$ cat src/logic/tcu_pkg.sv
// constants of the 16-bit timer, capture path and tick select.
// assumes one system clock and a byte-wide processor port.
// What this block does
// [RULE1] low write loads temp as high byte
// [RULE2] high locations hit temp; low read fills temp
// [RULE3] temp keeps high byte until rewritten
// [RULE4] three-bit tick select; zero stops
// [RULE5] counter accessible with or without ticks
// [RULE6] processor write beats clear or count
// [RULE7] mode field drives clear, count, top, bottom
// [RULE8] overflow flag set per mode
// [RULE9] selected edge copies counter to capture
// [RULE10] capture flag set with copy, gated interrupt
// [RULE11] flag clears on service or written one
// [RULE12] capture low read first fills temp
// [RULE13] capture writable only in capture-top modes
// [RULE14] comparator select switches trigger source
// [RULE15] software clears flag after source change
// [RULE16] triggers share tick pin conditioning
// [RULE17] filter changes after four equal samples
// [RULE18] filter adds four clock cycles
// [RULE19] filter enable bit, system clock
// [RULE20] trigger path idle in capture-top modes
// [RULE21] port output drive can trigger capture
// [RULE22] new capture overwrites unread value
// [RULE23] duty measurement: flip edge, clear flag
// [RULE24] one temp register shared by all
// [RULE25] bottom is zero, maximum is all ones
// [RULE26] one bit picks rising or falling edge
// [RULE27] reset clears all state, no source
package tcu_pkg;
    localparam int          COUNT_W      = 16;
    localparam int          FILTER_LEN   = 4;
    localparam int          PRESCALE_W   = 10;
    // byte locations on the processor port
    localparam logic [1:0]  LOC_COUNT_LO = 2'h0;
    localparam logic [1:0]  LOC_COUNT_HI = 2'h1;
    localparam logic [1:0]  LOC_CAP_LO   = 2'h2;
    localparam logic [1:0]  LOC_CAP_HI   = 2'h3;
    // counter limits and fixed tops
    localparam logic [15:0] COUNT_BOTTOM = 16'h0000;
    localparam logic [15:0] COUNT_MAX    = 16'hffff;
    localparam logic [15:0] TOP_8BIT     = 16'h00ff;
    localparam logic [15:0] TOP_9BIT     = 16'h01ff;
    localparam logic [15:0] TOP_10BIT    = 16'h03ff;
    localparam logic [15:0] COUNT_ONE    = 16'h0001;
    localparam logic [7:0]  BYTE_ZERO    = 8'h00;
    // tick source codes
    localparam logic [2:0]  TICK_NONE    = 3'h0;
    localparam logic [2:0]  TICK_DIV1    = 3'h1;
    localparam logic [2:0]  TICK_DIV8    = 3'h2;
    localparam logic [2:0]  TICK_DIV64   = 3'h3;
    localparam logic [2:0]  TICK_DIV256  = 3'h4;
    localparam logic [2:0]  TICK_DIV1024 = 3'h5;
    localparam logic [2:0]  TICK_EXT_FALL = 3'h6;
    localparam logic [2:0]  TICK_EXT_RISE = 3'h7;
    localparam logic [9:0]  MASK_DIV8    = 10'h007;
    localparam logic [9:0]  MASK_DIV64   = 10'h03f;
    localparam logic [9:0]  MASK_DIV256  = 10'h0ff;
    localparam logic [9:0]  MASK_DIV1024 = 10'h3ff;
    localparam logic [9:0]  PRESCALE_ONE = 10'h001;
    // how the top value of a mode is chosen
    typedef enum logic [2:0] {
        TCU_TOP_MAX, TCU_TOP_8, TCU_TOP_9, TCU_TOP_10, TCU_TOP_CMP, TCU_TOP_CAP
    } tcu_top_kind_t;
    // how a mode walks its sequence
    typedef enum logic [1:0] {
        TCU_SEQ_NORMAL, TCU_SEQ_CTC, TCU_SEQ_FAST, TCU_SEQ_DUAL
    } tcu_seq_kind_t;
endpackage

$ cat src/logic/tcu_input_cond.sv
// synchroniser, optional four-sample filter and edge detector for one pin.
// assumes an asynchronous input; edges are one-cycle pulses.
`timescale 1ns/1ps
module tcu_input_cond (
    // clock and reset
    input  wire logic sys_clk,
    input  wire logic reset,
    // pin and option
    input  wire logic pin_in,
    input  wire logic filter_on,
    // edges
    output logic      rise,
    output logic      fall
);
    typedef struct packed {
        logic                            sync1;
        logic                            sync2;
        logic [tcu_pkg::FILTER_LEN-1:0]  hist;
        logic                            filt;
        logic                            last;
    } tcu_cond_state_t;

    tcu_cond_state_t state_reg;
    tcu_cond_state_t state_next;
    logic            filt_now;
    logic            level;

    always_comb begin
        state_next       = state_reg;
        state_next.sync1 = pin_in;
        state_next.sync2 = state_reg.sync1;
        // [RULE17] four equal samples
        state_next.hist  = {state_reg.hist[tcu_pkg::FILTER_LEN-2:0], state_reg.sync2};
        filt_now         = state_reg.filt;
        if (&state_reg.hist) begin
            filt_now = 1'b1;
        end else if (~|state_reg.hist) begin
            filt_now = 1'b0;
        end
        state_next.filt  = filt_now;
        // [RULE18] filter adds four cycles
        level            = filter_on ? filt_now : state_reg.sync2;
        state_next.last  = level;
        rise             = level & ~state_reg.last;
        fall             = ~level & state_reg.last;
    end

    always_ff @(posedge sys_clk) begin
        if (reset) begin
            state_reg <= '0;
        end else begin
            state_reg <= state_next;
        end
    end
endmodule

$ cat src/logic/tcu_tick_select.sv
// prescaler and tick source selection.
// assumes external edges arrive as synchronised one-cycle pulses.
`timescale 1ns/1ps
module tcu_tick_select #(
    parameter int PRESCALE_W = tcu_pkg::PRESCALE_W
) (
    // clock and reset
    input  wire logic       sys_clk,
    input  wire logic       reset,
    // selection and external edges
    input  wire logic [2:0] tick_source_sel,
    input  wire logic       ext_rise,
    input  wire logic       ext_fall,
    // tick
    output logic            timer_tick
);
    typedef struct packed {
        logic [PRESCALE_W-1:0] pre;
        logic                  tick;
    } tcu_tick_state_t;

    tcu_tick_state_t state_reg;
    tcu_tick_state_t state_next;

    assign timer_tick = state_reg.tick;

    always_comb begin
        state_next     = state_reg;
        state_next.pre = state_reg.pre + PRESCALE_W'(tcu_pkg::PRESCALE_ONE);
        // [RULE4] zero source stops the counter
        case (tick_source_sel)
            tcu_pkg::TICK_NONE:     state_next.tick = 1'b0;
            tcu_pkg::TICK_DIV1:     state_next.tick = 1'b1;
            tcu_pkg::TICK_DIV8:     state_next.tick = &(state_reg.pre | ~tcu_pkg::MASK_DIV8);
            tcu_pkg::TICK_DIV64:    state_next.tick = &(state_reg.pre | ~tcu_pkg::MASK_DIV64);
            tcu_pkg::TICK_DIV256:   state_next.tick = &(state_reg.pre | ~tcu_pkg::MASK_DIV256);
            tcu_pkg::TICK_DIV1024:  state_next.tick = &(state_reg.pre | ~tcu_pkg::MASK_DIV1024);
            tcu_pkg::TICK_EXT_FALL: state_next.tick = ext_fall;
            tcu_pkg::TICK_EXT_RISE: state_next.tick = ext_rise;
            default:                state_next.tick = 1'b0;
        endcase
    end

    always_ff @(posedge sys_clk) begin
        if (reset) begin
            state_reg <= '0;
        end else begin
            state_reg <= state_next;
        end
    end
endmodule

$ cat src/logic/tcu_timer16.sv
// 16-bit timer core: counter, capture, shared temp, flags.
// assumes a byte port with one-cycle strobes.
`timescale 1ns/1ps
module tcu_timer16 (
    // clock and reset
    input  wire logic        sys_clk,
    input  wire logic        reset,
    // processor byte port
    input  wire logic        bus_wr,
    input  wire logic        bus_rd,
    input  wire logic [1:0]  bus_addr,
    input  wire logic [7:0]  bus_wdata,
    output logic      [7:0]  bus_rdata,
    // configuration
    input  wire logic [3:0]  wave_mode_sel,
    input  wire logic [2:0]  tick_source_sel,
    input  wire logic        filter_enable,
    input  wire logic        edge_rising,
    input  wire logic        comparator_trigger_sel,
    input  wire logic        capture_irq_en,
    input  wire logic        overflow_irq_en,
    input  wire logic [15:0] compare_value_a,
    // flag clearing
    input  wire logic        capture_flag_wr1,
    input  wire logic        capture_irq_ack,
    input  wire logic        overflow_flag_wr1,
    input  wire logic        overflow_irq_ack,
    // pins
    input  wire logic        capture_pin,
    input  wire logic        capture_port_out,
    input  wire logic        capture_port_dir,
    input  wire logic        comparator_out,
    input  wire logic        ext_tick_pin,
    // status
    output logic [15:0]      count_value,
    output logic             count_top,
    output logic             count_bottom,
    output logic             capture_flag,
    output logic             overflow_flag,
    output logic             capture_irq,
    output logic             overflow_irq
);
    typedef struct packed {
        logic [15:0] count;
        logic [15:0] capture;
        logic [7:0]  temp;
        logic [7:0]  rdata;
        logic        down;
        logic        cap_flag;
        logic        ovf_flag;
        logic        cap_irq;
        logic        ovf_irq;
        logic        top;
        logic        bottom;
    } tcu_main_state_t;

    tcu_main_state_t         state_reg;
    tcu_main_state_t         state_next;
    tcu_pkg::tcu_top_kind_t  top_kind;
    tcu_pkg::tcu_seq_kind_t  seq_kind;
    logic [15:0]             top_value;
    logic                    cap_top_mode;
    logic                    timer_tick;
    logic                    ext_rise;
    logic                    ext_fall;
    logic                    trig_rise;
    logic                    trig_fall;
    logic                    trig_level;
    logic                    capture_event;
    logic                    at_top;
    logic                    ovf_event;
    logic                    wr_count_lo;
    logic                    wr_cap_lo;
    logic                    wr_hi;
    logic                    rd_count_lo;
    logic                    rd_cap_lo;

    assign bus_rdata     = state_reg.rdata;
    assign count_value   = state_reg.count;
    assign count_top     = state_reg.top;
    assign count_bottom  = state_reg.bottom;
    assign capture_flag  = state_reg.cap_flag;
    assign overflow_flag = state_reg.ovf_flag;
    assign capture_irq   = state_reg.cap_irq;
    assign overflow_irq  = state_reg.ovf_irq;

    // [RULE16] tick pin shares the conditioner
    tcu_input_cond u_ext_cond (
        .sys_clk   (sys_clk),
        .reset     (reset),
        .pin_in    (ext_tick_pin),
        .filter_on (1'b0),
        .rise      (ext_rise),
        .fall      (ext_fall)
    );

    tcu_tick_select u_tick (
        .sys_clk         (sys_clk),
        .reset           (reset),
        .tick_source_sel (tick_source_sel),
        .ext_rise        (ext_rise),
        .ext_fall        (ext_fall),
        .timer_tick      (timer_tick)
    );

    // [RULE14] [RULE21] comparator, driven port or pin
    always_comb begin
        trig_level = capture_port_dir ? capture_port_out : capture_pin;
        if (comparator_trigger_sel) begin
            trig_level = comparator_out;
        end
    end

    // [RULE16] [RULE19] same conditioner, system-clock filter
    tcu_input_cond u_cap_cond (
        .sys_clk   (sys_clk),
        .reset     (reset),
        .pin_in    (trig_level),
        .filter_on (filter_enable),
        .rise      (trig_rise),
        .fall      (trig_fall)
    );

    // [RULE7] mode field decides top and sequence
    always_comb begin
        case (wave_mode_sel)
            4'h1: begin
                top_kind = tcu_pkg::TCU_TOP_8;
                seq_kind = tcu_pkg::TCU_SEQ_DUAL;
            end
            4'h2: begin
                top_kind = tcu_pkg::TCU_TOP_9;
                seq_kind = tcu_pkg::TCU_SEQ_DUAL;
            end
            4'h3: begin
                top_kind = tcu_pkg::TCU_TOP_10;
                seq_kind = tcu_pkg::TCU_SEQ_DUAL;
            end
            4'h4: begin
                top_kind = tcu_pkg::TCU_TOP_CMP;
                seq_kind = tcu_pkg::TCU_SEQ_CTC;
            end
            4'h5: begin
                top_kind = tcu_pkg::TCU_TOP_8;
                seq_kind = tcu_pkg::TCU_SEQ_FAST;
            end
            4'h6: begin
                top_kind = tcu_pkg::TCU_TOP_9;
                seq_kind = tcu_pkg::TCU_SEQ_FAST;
            end
            4'h7: begin
                top_kind = tcu_pkg::TCU_TOP_10;
                seq_kind = tcu_pkg::TCU_SEQ_FAST;
            end
            4'h8, 4'ha: begin
                top_kind = tcu_pkg::TCU_TOP_CAP;
                seq_kind = tcu_pkg::TCU_SEQ_DUAL;
            end
            4'h9, 4'hb: begin
                top_kind = tcu_pkg::TCU_TOP_CMP;
                seq_kind = tcu_pkg::TCU_SEQ_DUAL;
            end
            4'hc: begin
                top_kind = tcu_pkg::TCU_TOP_CAP;
                seq_kind = tcu_pkg::TCU_SEQ_CTC;
            end
            4'he: begin
                top_kind = tcu_pkg::TCU_TOP_CAP;
                seq_kind = tcu_pkg::TCU_SEQ_FAST;
            end
            4'hf: begin
                top_kind = tcu_pkg::TCU_TOP_CMP;
                seq_kind = tcu_pkg::TCU_SEQ_FAST;
            end
            // mode 0 and the reserved code count freely
            default: begin
                top_kind = tcu_pkg::TCU_TOP_MAX;
                seq_kind = tcu_pkg::TCU_SEQ_NORMAL;
            end
        endcase
    end

    always_comb begin
        case (top_kind)
            tcu_pkg::TCU_TOP_8:   top_value = tcu_pkg::TOP_8BIT;
            tcu_pkg::TCU_TOP_9:   top_value = tcu_pkg::TOP_9BIT;
            tcu_pkg::TCU_TOP_10:  top_value = tcu_pkg::TOP_10BIT;
            tcu_pkg::TCU_TOP_CMP: top_value = compare_value_a;
            tcu_pkg::TCU_TOP_CAP: top_value = state_reg.capture;
            default:              top_value = tcu_pkg::COUNT_MAX;
        endcase
        cap_top_mode = (top_kind == tcu_pkg::TCU_TOP_CAP);
    end

    // [RULE2] [RULE24] byte decode; one shared temp
    always_comb begin
        wr_count_lo = bus_wr && (bus_addr == tcu_pkg::LOC_COUNT_LO);
        wr_cap_lo   = bus_wr && (bus_addr == tcu_pkg::LOC_CAP_LO);
        wr_hi       = bus_wr && ((bus_addr == tcu_pkg::LOC_COUNT_HI) ||
                                 (bus_addr == tcu_pkg::LOC_CAP_HI));
        rd_count_lo = bus_rd && !bus_wr && (bus_addr == tcu_pkg::LOC_COUNT_LO);
        rd_cap_lo   = bus_rd && !bus_wr && (bus_addr == tcu_pkg::LOC_CAP_LO);
    end

    // [RULE9] [RULE20] [RULE26] chosen edge, idle in capture-top modes
    assign capture_event = !cap_top_mode && (edge_rising ? trig_rise : trig_fall);

    always_comb begin
        state_next = state_reg;
        at_top     = (state_reg.count >= top_value);
        ovf_event  = 1'b0;

        // [RULE7] count on each tick
        if (timer_tick) begin
            case (seq_kind)
                tcu_pkg::TCU_SEQ_DUAL: begin
                    if (!state_reg.down) begin
                        if (at_top) begin
                            state_next.down  = 1'b1;
                            state_next.count = state_reg.count - tcu_pkg::COUNT_ONE;
                        end else begin
                            state_next.count = state_reg.count + tcu_pkg::COUNT_ONE;
                        end
                    end else if (state_reg.count == tcu_pkg::COUNT_BOTTOM) begin
                        // [RULE8] dual-slope overflow at bottom
                        ovf_event        = 1'b1;
                        state_next.down  = 1'b0;
                        state_next.count = state_reg.count + tcu_pkg::COUNT_ONE;
                    end else begin
                        state_next.count = state_reg.count - tcu_pkg::COUNT_ONE;
                    end
                end
                tcu_pkg::TCU_SEQ_FAST: begin
                    state_next.down = 1'b0;
                    // [RULE8] fast modes overflow at top
                    ovf_event       = at_top;
                    state_next.count = at_top ? tcu_pkg::COUNT_BOTTOM
                                              : state_reg.count + tcu_pkg::COUNT_ONE;
                end
                default: begin
                    state_next.down = 1'b0;
                    // [RULE8] [RULE25] normal and clear-on-top overflow at all ones
                    ovf_event       = (state_reg.count == tcu_pkg::COUNT_MAX);
                    if (seq_kind == tcu_pkg::TCU_SEQ_CTC && at_top) begin
                        state_next.count = tcu_pkg::COUNT_BOTTOM;
                    end else begin
                        state_next.count = state_reg.count + tcu_pkg::COUNT_ONE;
                    end
                end
            endcase
        end

        // [RULE1] [RULE5] [RULE6] low write loads all bits, beats tick
        if (wr_count_lo) begin
            state_next.count = {state_reg.temp, bus_wdata};
        end

        // [RULE3] temp keeps the high byte until rewritten
        if (wr_hi) begin
            state_next.temp = bus_wdata;
        end

        // [RULE13] capture writable only as the top
        if (wr_cap_lo && cap_top_mode) begin
            state_next.capture = {state_reg.temp, bus_wdata};
        end

        // [RULE9] [RULE22] capture overwrites unread data
        if (capture_event) begin
            state_next.capture = state_reg.count;
        end

        // [RULE2] [RULE12] low reads fill temp, high reads return it
        state_next.rdata = tcu_pkg::BYTE_ZERO;
        if (bus_rd && !bus_wr) begin
            case (bus_addr)
                tcu_pkg::LOC_COUNT_LO: state_next.rdata = state_reg.count[7:0];
                tcu_pkg::LOC_CAP_LO:   state_next.rdata = state_reg.capture[7:0];
                default:               state_next.rdata = state_reg.temp;
            endcase
        end
        if (rd_count_lo) begin
            state_next.temp = state_reg.count[15:8];
        end
        if (rd_cap_lo) begin
            state_next.temp = state_reg.capture[15:8];
        end

        // [RULE11] service or written one clears; a same-cycle set still wins
        if (capture_flag_wr1 || capture_irq_ack) begin
            state_next.cap_flag = 1'b0;
        end
        // [RULE10] flag rises with the copy
        if (capture_event) begin
            state_next.cap_flag = 1'b1;
        end
        if (overflow_flag_wr1 || overflow_irq_ack) begin
            state_next.ovf_flag = 1'b0;
        end
        // [RULE8] overflow flag
        if (ovf_event) begin
            state_next.ovf_flag = 1'b1;
        end

        // [RULE10] request gated by enable
        state_next.cap_irq = state_next.cap_flag && capture_irq_en;
        state_next.ovf_irq = state_next.ovf_flag && overflow_irq_en;

        // [RULE7] [RULE25] top and bottom follow the count
        state_next.top    = (state_next.count == top_value);
        state_next.bottom = (state_next.count == tcu_pkg::COUNT_BOTTOM);
    end

    // [RULE27] reset clears everything; bottom is then true
    always_ff @(posedge sys_clk) begin
        if (reset) begin
            state_reg        <= '0;
            state_reg.bottom <= 1'b1;
        end else begin
            state_reg <= state_next;
        end
    end
endmodule

$ cat config.mk
export PLATFORM = sky130hd
export DESIGN_NAME = tcu_timer16
export DESIGN_NICKNAME = d
export VERILOG_FILES = /design/src/logic/tcu_pkg.sv /design/src/logic/tcu_input_cond.sv /design/src/logic/tcu_tick_select.sv /design/src/logic/tcu_timer16.sv
export SDC_FILE = /design/constraint.sdc
export NUM_CORES = 1
export LEC_CHECK = 0
export BUFFER_PORTS_ARGS = -buffer_cell sky130_fd_sc_hd__buf_2
export CAP_MARGIN = 40
export CORE_ASPECT_RATIO = 0.7
export CORE_MARGIN = 10
export CORE_UTILIZATION = 30
export DETAILED_ROUTE_END_ITERATION = 7
export MAX_ROUTING_LAYER = met4
export SETUP_SLACK_MARGIN = 0.2
export SYNTH_ARGS = -nofsm -noshare
export SYNTH_HDL_FRONTEND = slang
export SYNTH_SLANG_ARGS = --single-unit
$ cat constraint.sdc
create_clock -name sys_clk -period 6.4 [get_ports sys_clk]
set_input_delay 0 -clock sys_clk [delete_from_list [all_inputs] [get_ports sys_clk]]
set_output_delay 0 -clock sys_clk [all_outputs]
set_load 0.02 [all_outputs]
# After elaboration in Yosys (flattened, before gate mapping)
# Memory sizes are Yosys's and may differ from the RTL's.
# Index checks and enable logic that the tools add are counted.
[totals]
word_cells = 118
input_bits = 51
mem_bits_ro = 80
out_inout_bits = 30
n_memories = 1
reg_bits = 77
[memory_table]
columns = ["memory", "words", "word_bits", "rd", "rd_ports_with_merged_regs", "wr", "line", "text"]
rows = [
  ["(name not given)", 16, 5, 1, 0, 0, "tcu_timer16.sv:126", "case (wave_mode_sel)"],
]
[op_classes]
n_mux = 34
magnitude_cmp = 1
bitwise = 9
n_eq_ne = 20
reduce_logical = 29
n_addsub = 3
[op_table]
columns = ["operator", "n"]
rows = [
  ["$mux W16", 9],
  ["$pmux W16 S5", 1],
  ["$logic_not A16 Y1", 2],
  ["$pmux W16 S2", 1],
  ["$mux W8", 3],
  ["$eq A3 B3 Y1 const B", 6],
  ["$mux W1", 17],
  ["$add A16 B1 Y16 const B", 1],
  ["$eq A16 B16 Y1", 1],
  ["$eq A16 B16 Y1 const B", 1],
  ["$ge A16 B16 Y1", 1],
  ["$pmux W8 S2", 1],
  ["$sub A16 B1 Y16 const B", 1],
  ["$eq A3 B2 Y1 const B", 4],
  ["$logic_and A1 B1 Y1", 11],
  ["$add A10 B1 Y10 const B", 1],
  ["$reduce_and A10 Y1", 1],
  ["$eq A2 B2 Y1 const B", 4],
  ["$pmux W1 S8", 1],
  ["$reduce_and A8 Y1", 1],
  ["$eq A3 B1 Y1 const B", 2],
  ["$reduce_and A6 Y1", 1],
  ["$not A1 Y1", 5],
  ["$and A1 B1 Y1", 4],
  ["other kinds (12)", 16],
]

# Logic depth before layout (Yosys ltp)
[logic_depth]
depth_word = 10
mapped_depth = 19
depth_no_buf = 15

# By module
# Synthesis repeated with hierarchy kept, for this count alone.
[unflattened]
hier_cells = 854
hier_area_um2 = 6630.1
[modules_own_cells]
columns = ["mod", "n_inst", "seq_area_each_um2", "cells_per_inst", "area_per_inst_um2"]
rows = [
  ["tcu_timer16", 1, 1101.1, 751, 5630.4],
  ["tcu_input_cond", 2, 160.2, 25, 256.5],
  ["tcu_tick_select", 1, 220.2, 53, 486.7],
]

# Worst setup path before layout
# No wires, ideal clock.
[synth_path]
path_kind = "input to register"
from = "input wave_mode_sel[3]"
to = "register state_reg, in the netlist count_top"
required_time_ns = 6.312
n_path_buf = 4
path_stages = 18
t_arrival_ns = 3.901
setup_ns = 0.088
path_slack_ns = 2.411
cell_sequence = "clkbuf_1 > clkbuf_1 > clkbuf_1 > o21ai_0 > a21oi_1 > a21oi_1 > ha_1 > a211oi_1 > nor2_1 > nor3_1 > nor4b_2 > clkbuf_1 > o32ai_1 > a21oi_1 > xnor2_1 > o2111ai_1 > a2111o_1 > nor4_2"
[synth_between]
elab_chain_cells = 10
elab_cells_between_ends = 20
cone_classes = "1 x order compare; 9 x eq/ne; 8 x mux; 1 x reduce/logical; 1 x memory"
[synth_rtl]
columns = ["item", "line", "text"]
rows = [
  ["start, declared", "tcu_timer16.sv:15", "input wire logic [3:0] wave_mode_sel,"],
  ["$mem_v2 Z16 W5 (*)", "-", ""],
  ["$eq A3 B3 Y1 (tied with other cells)", "tcu_timer16.sv:184", "case (top_kind)"],
  ["$pmux W16 S5", "tcu_timer16.sv:184", ""],
  ["$ge A16 B16 Y1", "tcu_timer16.sv:210", "at_top = (state_reg.count >= top_value);"],
  ["$mux W16 / $logic_and A1 B1 Y1 (equally long branches)", "tcu_timer16.sv:218, tcu_timer16.sv:244", ""],
  ["$mux W16 (on tied branches)", "tcu_timer16.sv:217, tcu_timer16.sv:244", ""],
  ["$pmux W16 S2", "tcu_timer16.sv:215", "case (seq_kind)"],
  ["$mux W16", "tcu_timer16.sv:214", "if (timer_tick) begin"],
  ["$mux W16", "tcu_timer16.sv:254", "if (wr_count_lo) begin"],
  ["$eq A16 B16 Y1 (*)", "tcu_timer16.sv:310", "state_next.top = (state_next.count == top_value);"],
  ["end signal, assigned", "tcu_timer16.sv:320", "state_reg <= state_next;"],
  ["end, declared", "tcu_timer16.sv:57", "tcu_main_state_t state_reg;"],
]
# Every way passes the cells marked *; elsewhere a longest branch is shown, timed or not.
# A chain may end at the register's enable or synchronous reset.

# Final worst setup path
[layout_path]
from = "input wave_mode_sel[2]"
to = "register state_reg, in the netlist count_top"
# Same word-level chain as after synthesis.

==> summary by stage <==
Run status
The flow ran to the end, and the final reports show no timing, DRC or antenna violations.

Power
The logic gate share of total power is 29.8%. The share of total power dissipated in the clock network is 34.0%. The total design power is 1.519 mW.

Summed over all cells, the static leakage comes to 2.876 nW. The total internal power is 0.9374 mW. The switching part of the total power is 38.28%.

The power density over the cells is 222.0 nW/um^2. The analysis attributes to net switching a power of 0.5815 mW. IR analysis of the VDD net gives a maximum drop of 0.1065 mV. The fraction of power consumed by sequential logic is 36.2%.

Clock network
The H-tree generated during clock tree synthesis spans 3 levels. Clock latency on the worst-skew pair, taken at its later pin, is 0.35 ns. In this run, post-CTS hold repair placed 11 buffers. In this run the post-CTS setup repair buffer count came out at 0. Buffers inserted during clock tree synthesis total 9. The largest buffer count on any clock path is 2. CTS placed an instance of sky130_fd_sc_hd__clkbuf_16 at the clock tree root. The number of gates resized after CTS was 0. After clock tree synthesis, the clock-pin slew on the worst setup and hold paths is 0.07 ns. The clock drives 77 sinks. The TritonCTS clock tree is built.

Finish
Cells with a size suffix above 1 make up 16.23% of the layout. The area added between synthesis and finish is 14.52%. The net count of the finished layout is 899.

The most common cell after layout, fill and taps aside is sky130_fd_sc_hd__nor2_1. In the layout the commonest cells are sky130_fd_sc_hd__nor2_1, sky130_fd_sc_hd__buf_2, sky130_fd_sc_hd__dfxtp_1. The flip-flop count of the largest register after layout is 25.

Worst setup path
The worst register-to-register path begins at state_reg[35]. Measured in cells, the most critical reg-to-reg path has a length of 14. The worst setup path is captured at a register. For the worst setup path, the data required time is 6.65 ns. The type of the setup path with the least slack is input port to register.

Following the worst setup path forward leads to its endpoint at count_top. The launching element type of the critical path is an input port. The minimum setup slack among reg-to-reg paths is 1.53 ns. The critical path starts at wave_mode_sel[2]. Of all nets on the critical path, the largest fanout is 18. Data on the critical path arrives at its endpoint at 5.31 ns. The end of the worst register-to-register path is count_top.

Global routing
The via count of the first global-routing pass is 5,670. Entering global routing, the biggest net connects 70 pins. The number of antenna violations at the first check in global routing is 2.

The first global-routing pass estimated 35,050 um of wire. For this run the aggregate overflow at the end of global routing stands at 0. Global routing used 17.27% of the available tracks across all layers.

Synthesis
The synthesized netlist contains 85 unique library cells. The synthesized design contains 77 register bits. The number of synthesized flops with an enable pin is 0. Each instance of the synthesized netlist takes up on average 7.571 um^2.

The share of flip-flops with an asynchronous set or reset after synthesis is 0%. After Yosys synthesis, full adders, half adders and majority gates account for 4.399% of the synthesized area. Summing the areas of all and, or, nand and nor instances in the mapped netlist gives 27.78% of the synthesized area. During synthesis, Yosys emitted a total of 0 warnings. Among all flip-flop cells after synthesis, the most frequent one is sky130_fd_sc_hd__dfxtp_1. After synthesis, the largest family of logic cells by area is simple AND/OR/NAND/NOR gates.

Summing every instance area after synthesis gives 5973 um^2. The post-synthesis sequential area ratio is 25.81%. After synthesis, the share of cell area in mux cells is 6.368%. After Yosys synthesis, XOR and XNOR cells account for 3.666% of the synthesized area.

The gate count after technology mapping is 789. The net count after synthesis is 861. Summing the areas of all compound-gate instances in the mapped netlist gives 23.98% of the synthesized area.

Die
The height of the die is 138.1 um. The die covers 26,040 um^2. Measured along the x axis, the die boundary spans 188.7 um. The placeable core region is 19,690 um^2. The count of standard-cell rows is 43.

Once the floorplan was initialized, standard cells occupied 30.33% of the core. For this design the top-level I/O count stands at 81.

Routing
For this block, the via count after detailed routing is 6,288. In the final routed layout, each cell accounts on average for 20.76 um. The final antenna-violating net count is 0.

After the first detailed-routing iteration, the DRC count stood at 914. The routed via count divided by cell count is 5.696. Summed over all layers, the routed wires come to 22,920 um.

The first detailed-routing pass ran for 5 iterations. After detailed routing, the number of remaining DRC violations is 0.

STA
In the post-route analysis, the smallest setup slack over all paths is 1.334 ns. The final critical path takes up 79.15% of the cycle. Derived from the worst setup path, the maximum achievable clock frequency is 197.4 MHz. The transition time at the pin with the least slew margin is 0.9515 ns.

The routed design could run at a clock period as short as 5.066 ns. The worst pin sits at a relative slew slack of 36.57%. The final sum of negative setup slack is 0 ns. The final hold violation count came to 0. The number of max-slew violations in the final report is 0. The worst clock skew is 0.01295 ns.

Setup repair after global routing left no endpoint under its margin. The total of endpoints with negative setup slack in the final report is 0.

Place
The half-perimeter wire length after placement is 17,130 um. The pre-CTS worst setup slack is 1.335 ns. The count of input and output buffers is 80.

At the end of routability-driven placement, the weighted congestion stood at 1.009.

Min path
The path class of the tightest hold or removal check is input port to register.

Run
The tool flagged a number of max-cap violations equal to 0.
[kinds of logic after synthesis]
| logic type | after synthesis |
|---|---|
| buffers and inverters | 96 |
| AND/OR/NAND/NOR | 319 |
| adder cells (fa/ha/maj) | 21 |
| AO/OA/AOI/OAI | 213 |
| multiplexers | 38 |
| XOR/XNOR | 25 |
| flip-flops | 77 |
[cell type report]
cell class,count,area [um^2]
flip-flops and latches,77,1541
clock inverters,7,62.56
fillers,2120,12850
inverters,16,60.06
repair buffers,107,638.1
well taps,270,337.8
multi-input cells,616,3970
clock buffers,9,225.2
diodes,2,5.005
[worst max-delay path, cell delays in order]
cell	delay (ns)
sky130_fd_sc_hd__buf_2	0.27
sky130_fd_sc_hd__nor2b_1	0.61
sky130_fd_sc_hd__nor2_1	0.08
sky130_fd_sc_hd__a21oi_1	0.30
sky130_fd_sc_hd__a21oi_1	0.16
sky130_fd_sc_hd__ha_1	0.36
sky130_fd_sc_hd__nand4_1	0.15
sky130_fd_sc_hd__nor3_1	0.49
sky130_fd_sc_hd__o311ai_1	0.33
sky130_fd_sc_hd__a32oi_1	0.87
sky130_fd_sc_hd__nor2_1	0.08
sky130_fd_sc_hd__o22ai_1	0.44
sky130_fd_sc_hd__xor2_1	0.33
sky130_fd_sc_hd__o311ai_0	0.19
sky130_fd_sc_hd__a2111o_1	0.33
sky130_fd_sc_hd__nor4_2	0.31
[metal layers]
layer / wire (um) / GRT usage (%) / up-vias / share of wire [%]
met1: 10950 / 25.26 / 2955 / 48
met4: 230 / 2.582 / 0 / 1.0
li1: - / - / 2946 / -
met5: 0 / - / - / 0
met2: 8926 / 22.28 / 358 / 39
met3: 2809 / 5.879 / 29 / 12
[synth_stat cells, types with 4 or more instances]
cell | n | area share, %
sky130_fd_sc_hd__nand4_1 | 9 | 0.94
sky130_fd_sc_hd__o211ai_1 | 4 | 0.50
sky130_fd_sc_hd__o21ai_0 | 26 | 2.2
sky130_fd_sc_hd__and4_1 | 6 | 0.88
sky130_fd_sc_hd__o31ai_1 | 4 | 0.50
sky130_fd_sc_hd__a31oi_1 | 9 | 0.94
sky130_fd_sc_hd__buf_2 | 7 | 0.59
sky130_fd_sc_hd__nor3_1 | 15 | 1.3
sky130_fd_sc_hd__nand2_1 | 48 | 3.0
sky130_fd_sc_hd__nor2b_1 | 22 | 2.3
sky130_fd_sc_hd__ha_1 | 21 | 4.4
sky130_fd_sc_hd__or3_1 | 9 | 0.94
sky130_fd_sc_hd__buf_4 | 25 | 3.1
sky130_fd_sc_hd__clkbuf_1 | 43 | 2.7
sky130_fd_sc_hd__nor4_1 | 6 | 0.63
sky130_fd_sc_hd__nor3b_1 | 6 | 0.75
sky130_fd_sc_hd__a211oi_1 | 33 | 4.1
sky130_fd_sc_hd__a21oi_1 | 64 | 5.4
sky130_fd_sc_hd__xor2_1 | 12 | 1.8
sky130_fd_sc_hd__o22ai_1 | 14 | 1.5
sky130_fd_sc_hd__nand3_1 | 16 | 1.3
sky130_fd_sc_hd__nand2b_1 | 11 | 1.2
sky130_fd_sc_hd__a2bb2oi_1 | 8 | 1.2
sky130_fd_sc_hd__inv_1 | 15 | 0.94
sky130_fd_sc_hd__xnor2_1 | 13 | 1.9
sky130_fd_sc_hd__dfxtp_1 | 77 | 26
sky130_fd_sc_hd__and3_1 | 12 | 1.3
sky130_fd_sc_hd__nor2_1 | 126 | 7.9
sky130_fd_sc_hd__mux2i_1 | 38 | 6.4
sky130_fd_sc_hd__and2_1 | 6 | 0.63
[power by group through the flow]
stage / registers (mW) / logic, mW / clock network [mW]
after CTS: 0.548 / 0.437 / 0.525
after detailed placement: 0.560 / 0.428 / 0
after global placement: 0.559 / 0.433 / 0
after global routing: 0.553 / 0.490 / 0.549
after floorplan: 0.527 / 0.322 / 0
final: 0.550 / 0.453 / 0.516
[how the worst min path moves through the flow]
stage	endpoint	start	cells past startpoint
final	u_tick.timer_tick	tick_source_sel[1]	3
after global routing	u_tick.timer_tick	tick_source_sel[1]	3
after CTS	u_tick.timer_tick	tick_source_sel[1]	3
after detailed placement	overflow_irq	overflow_irq_en	2
after global placement	capture_irq	capture_irq_en	2
after floorplan	u_tick.timer_tick	tick_source_sel[2]	1
[metrics by stage]
stage	cells	util, %	area, um^2	hold WS, ns
floorplan	789	-	5973	0.1115
global placement	1072	32.54	6407	0.2019
detailed placement	1074	32.65	6430	0.2052
CTS	1101	34.67	6828	0.009811
global route	1104	34.74	6840	0.04463
finish	1104	34.74	6840	0.01349
(Power assumes the default switching activity.)
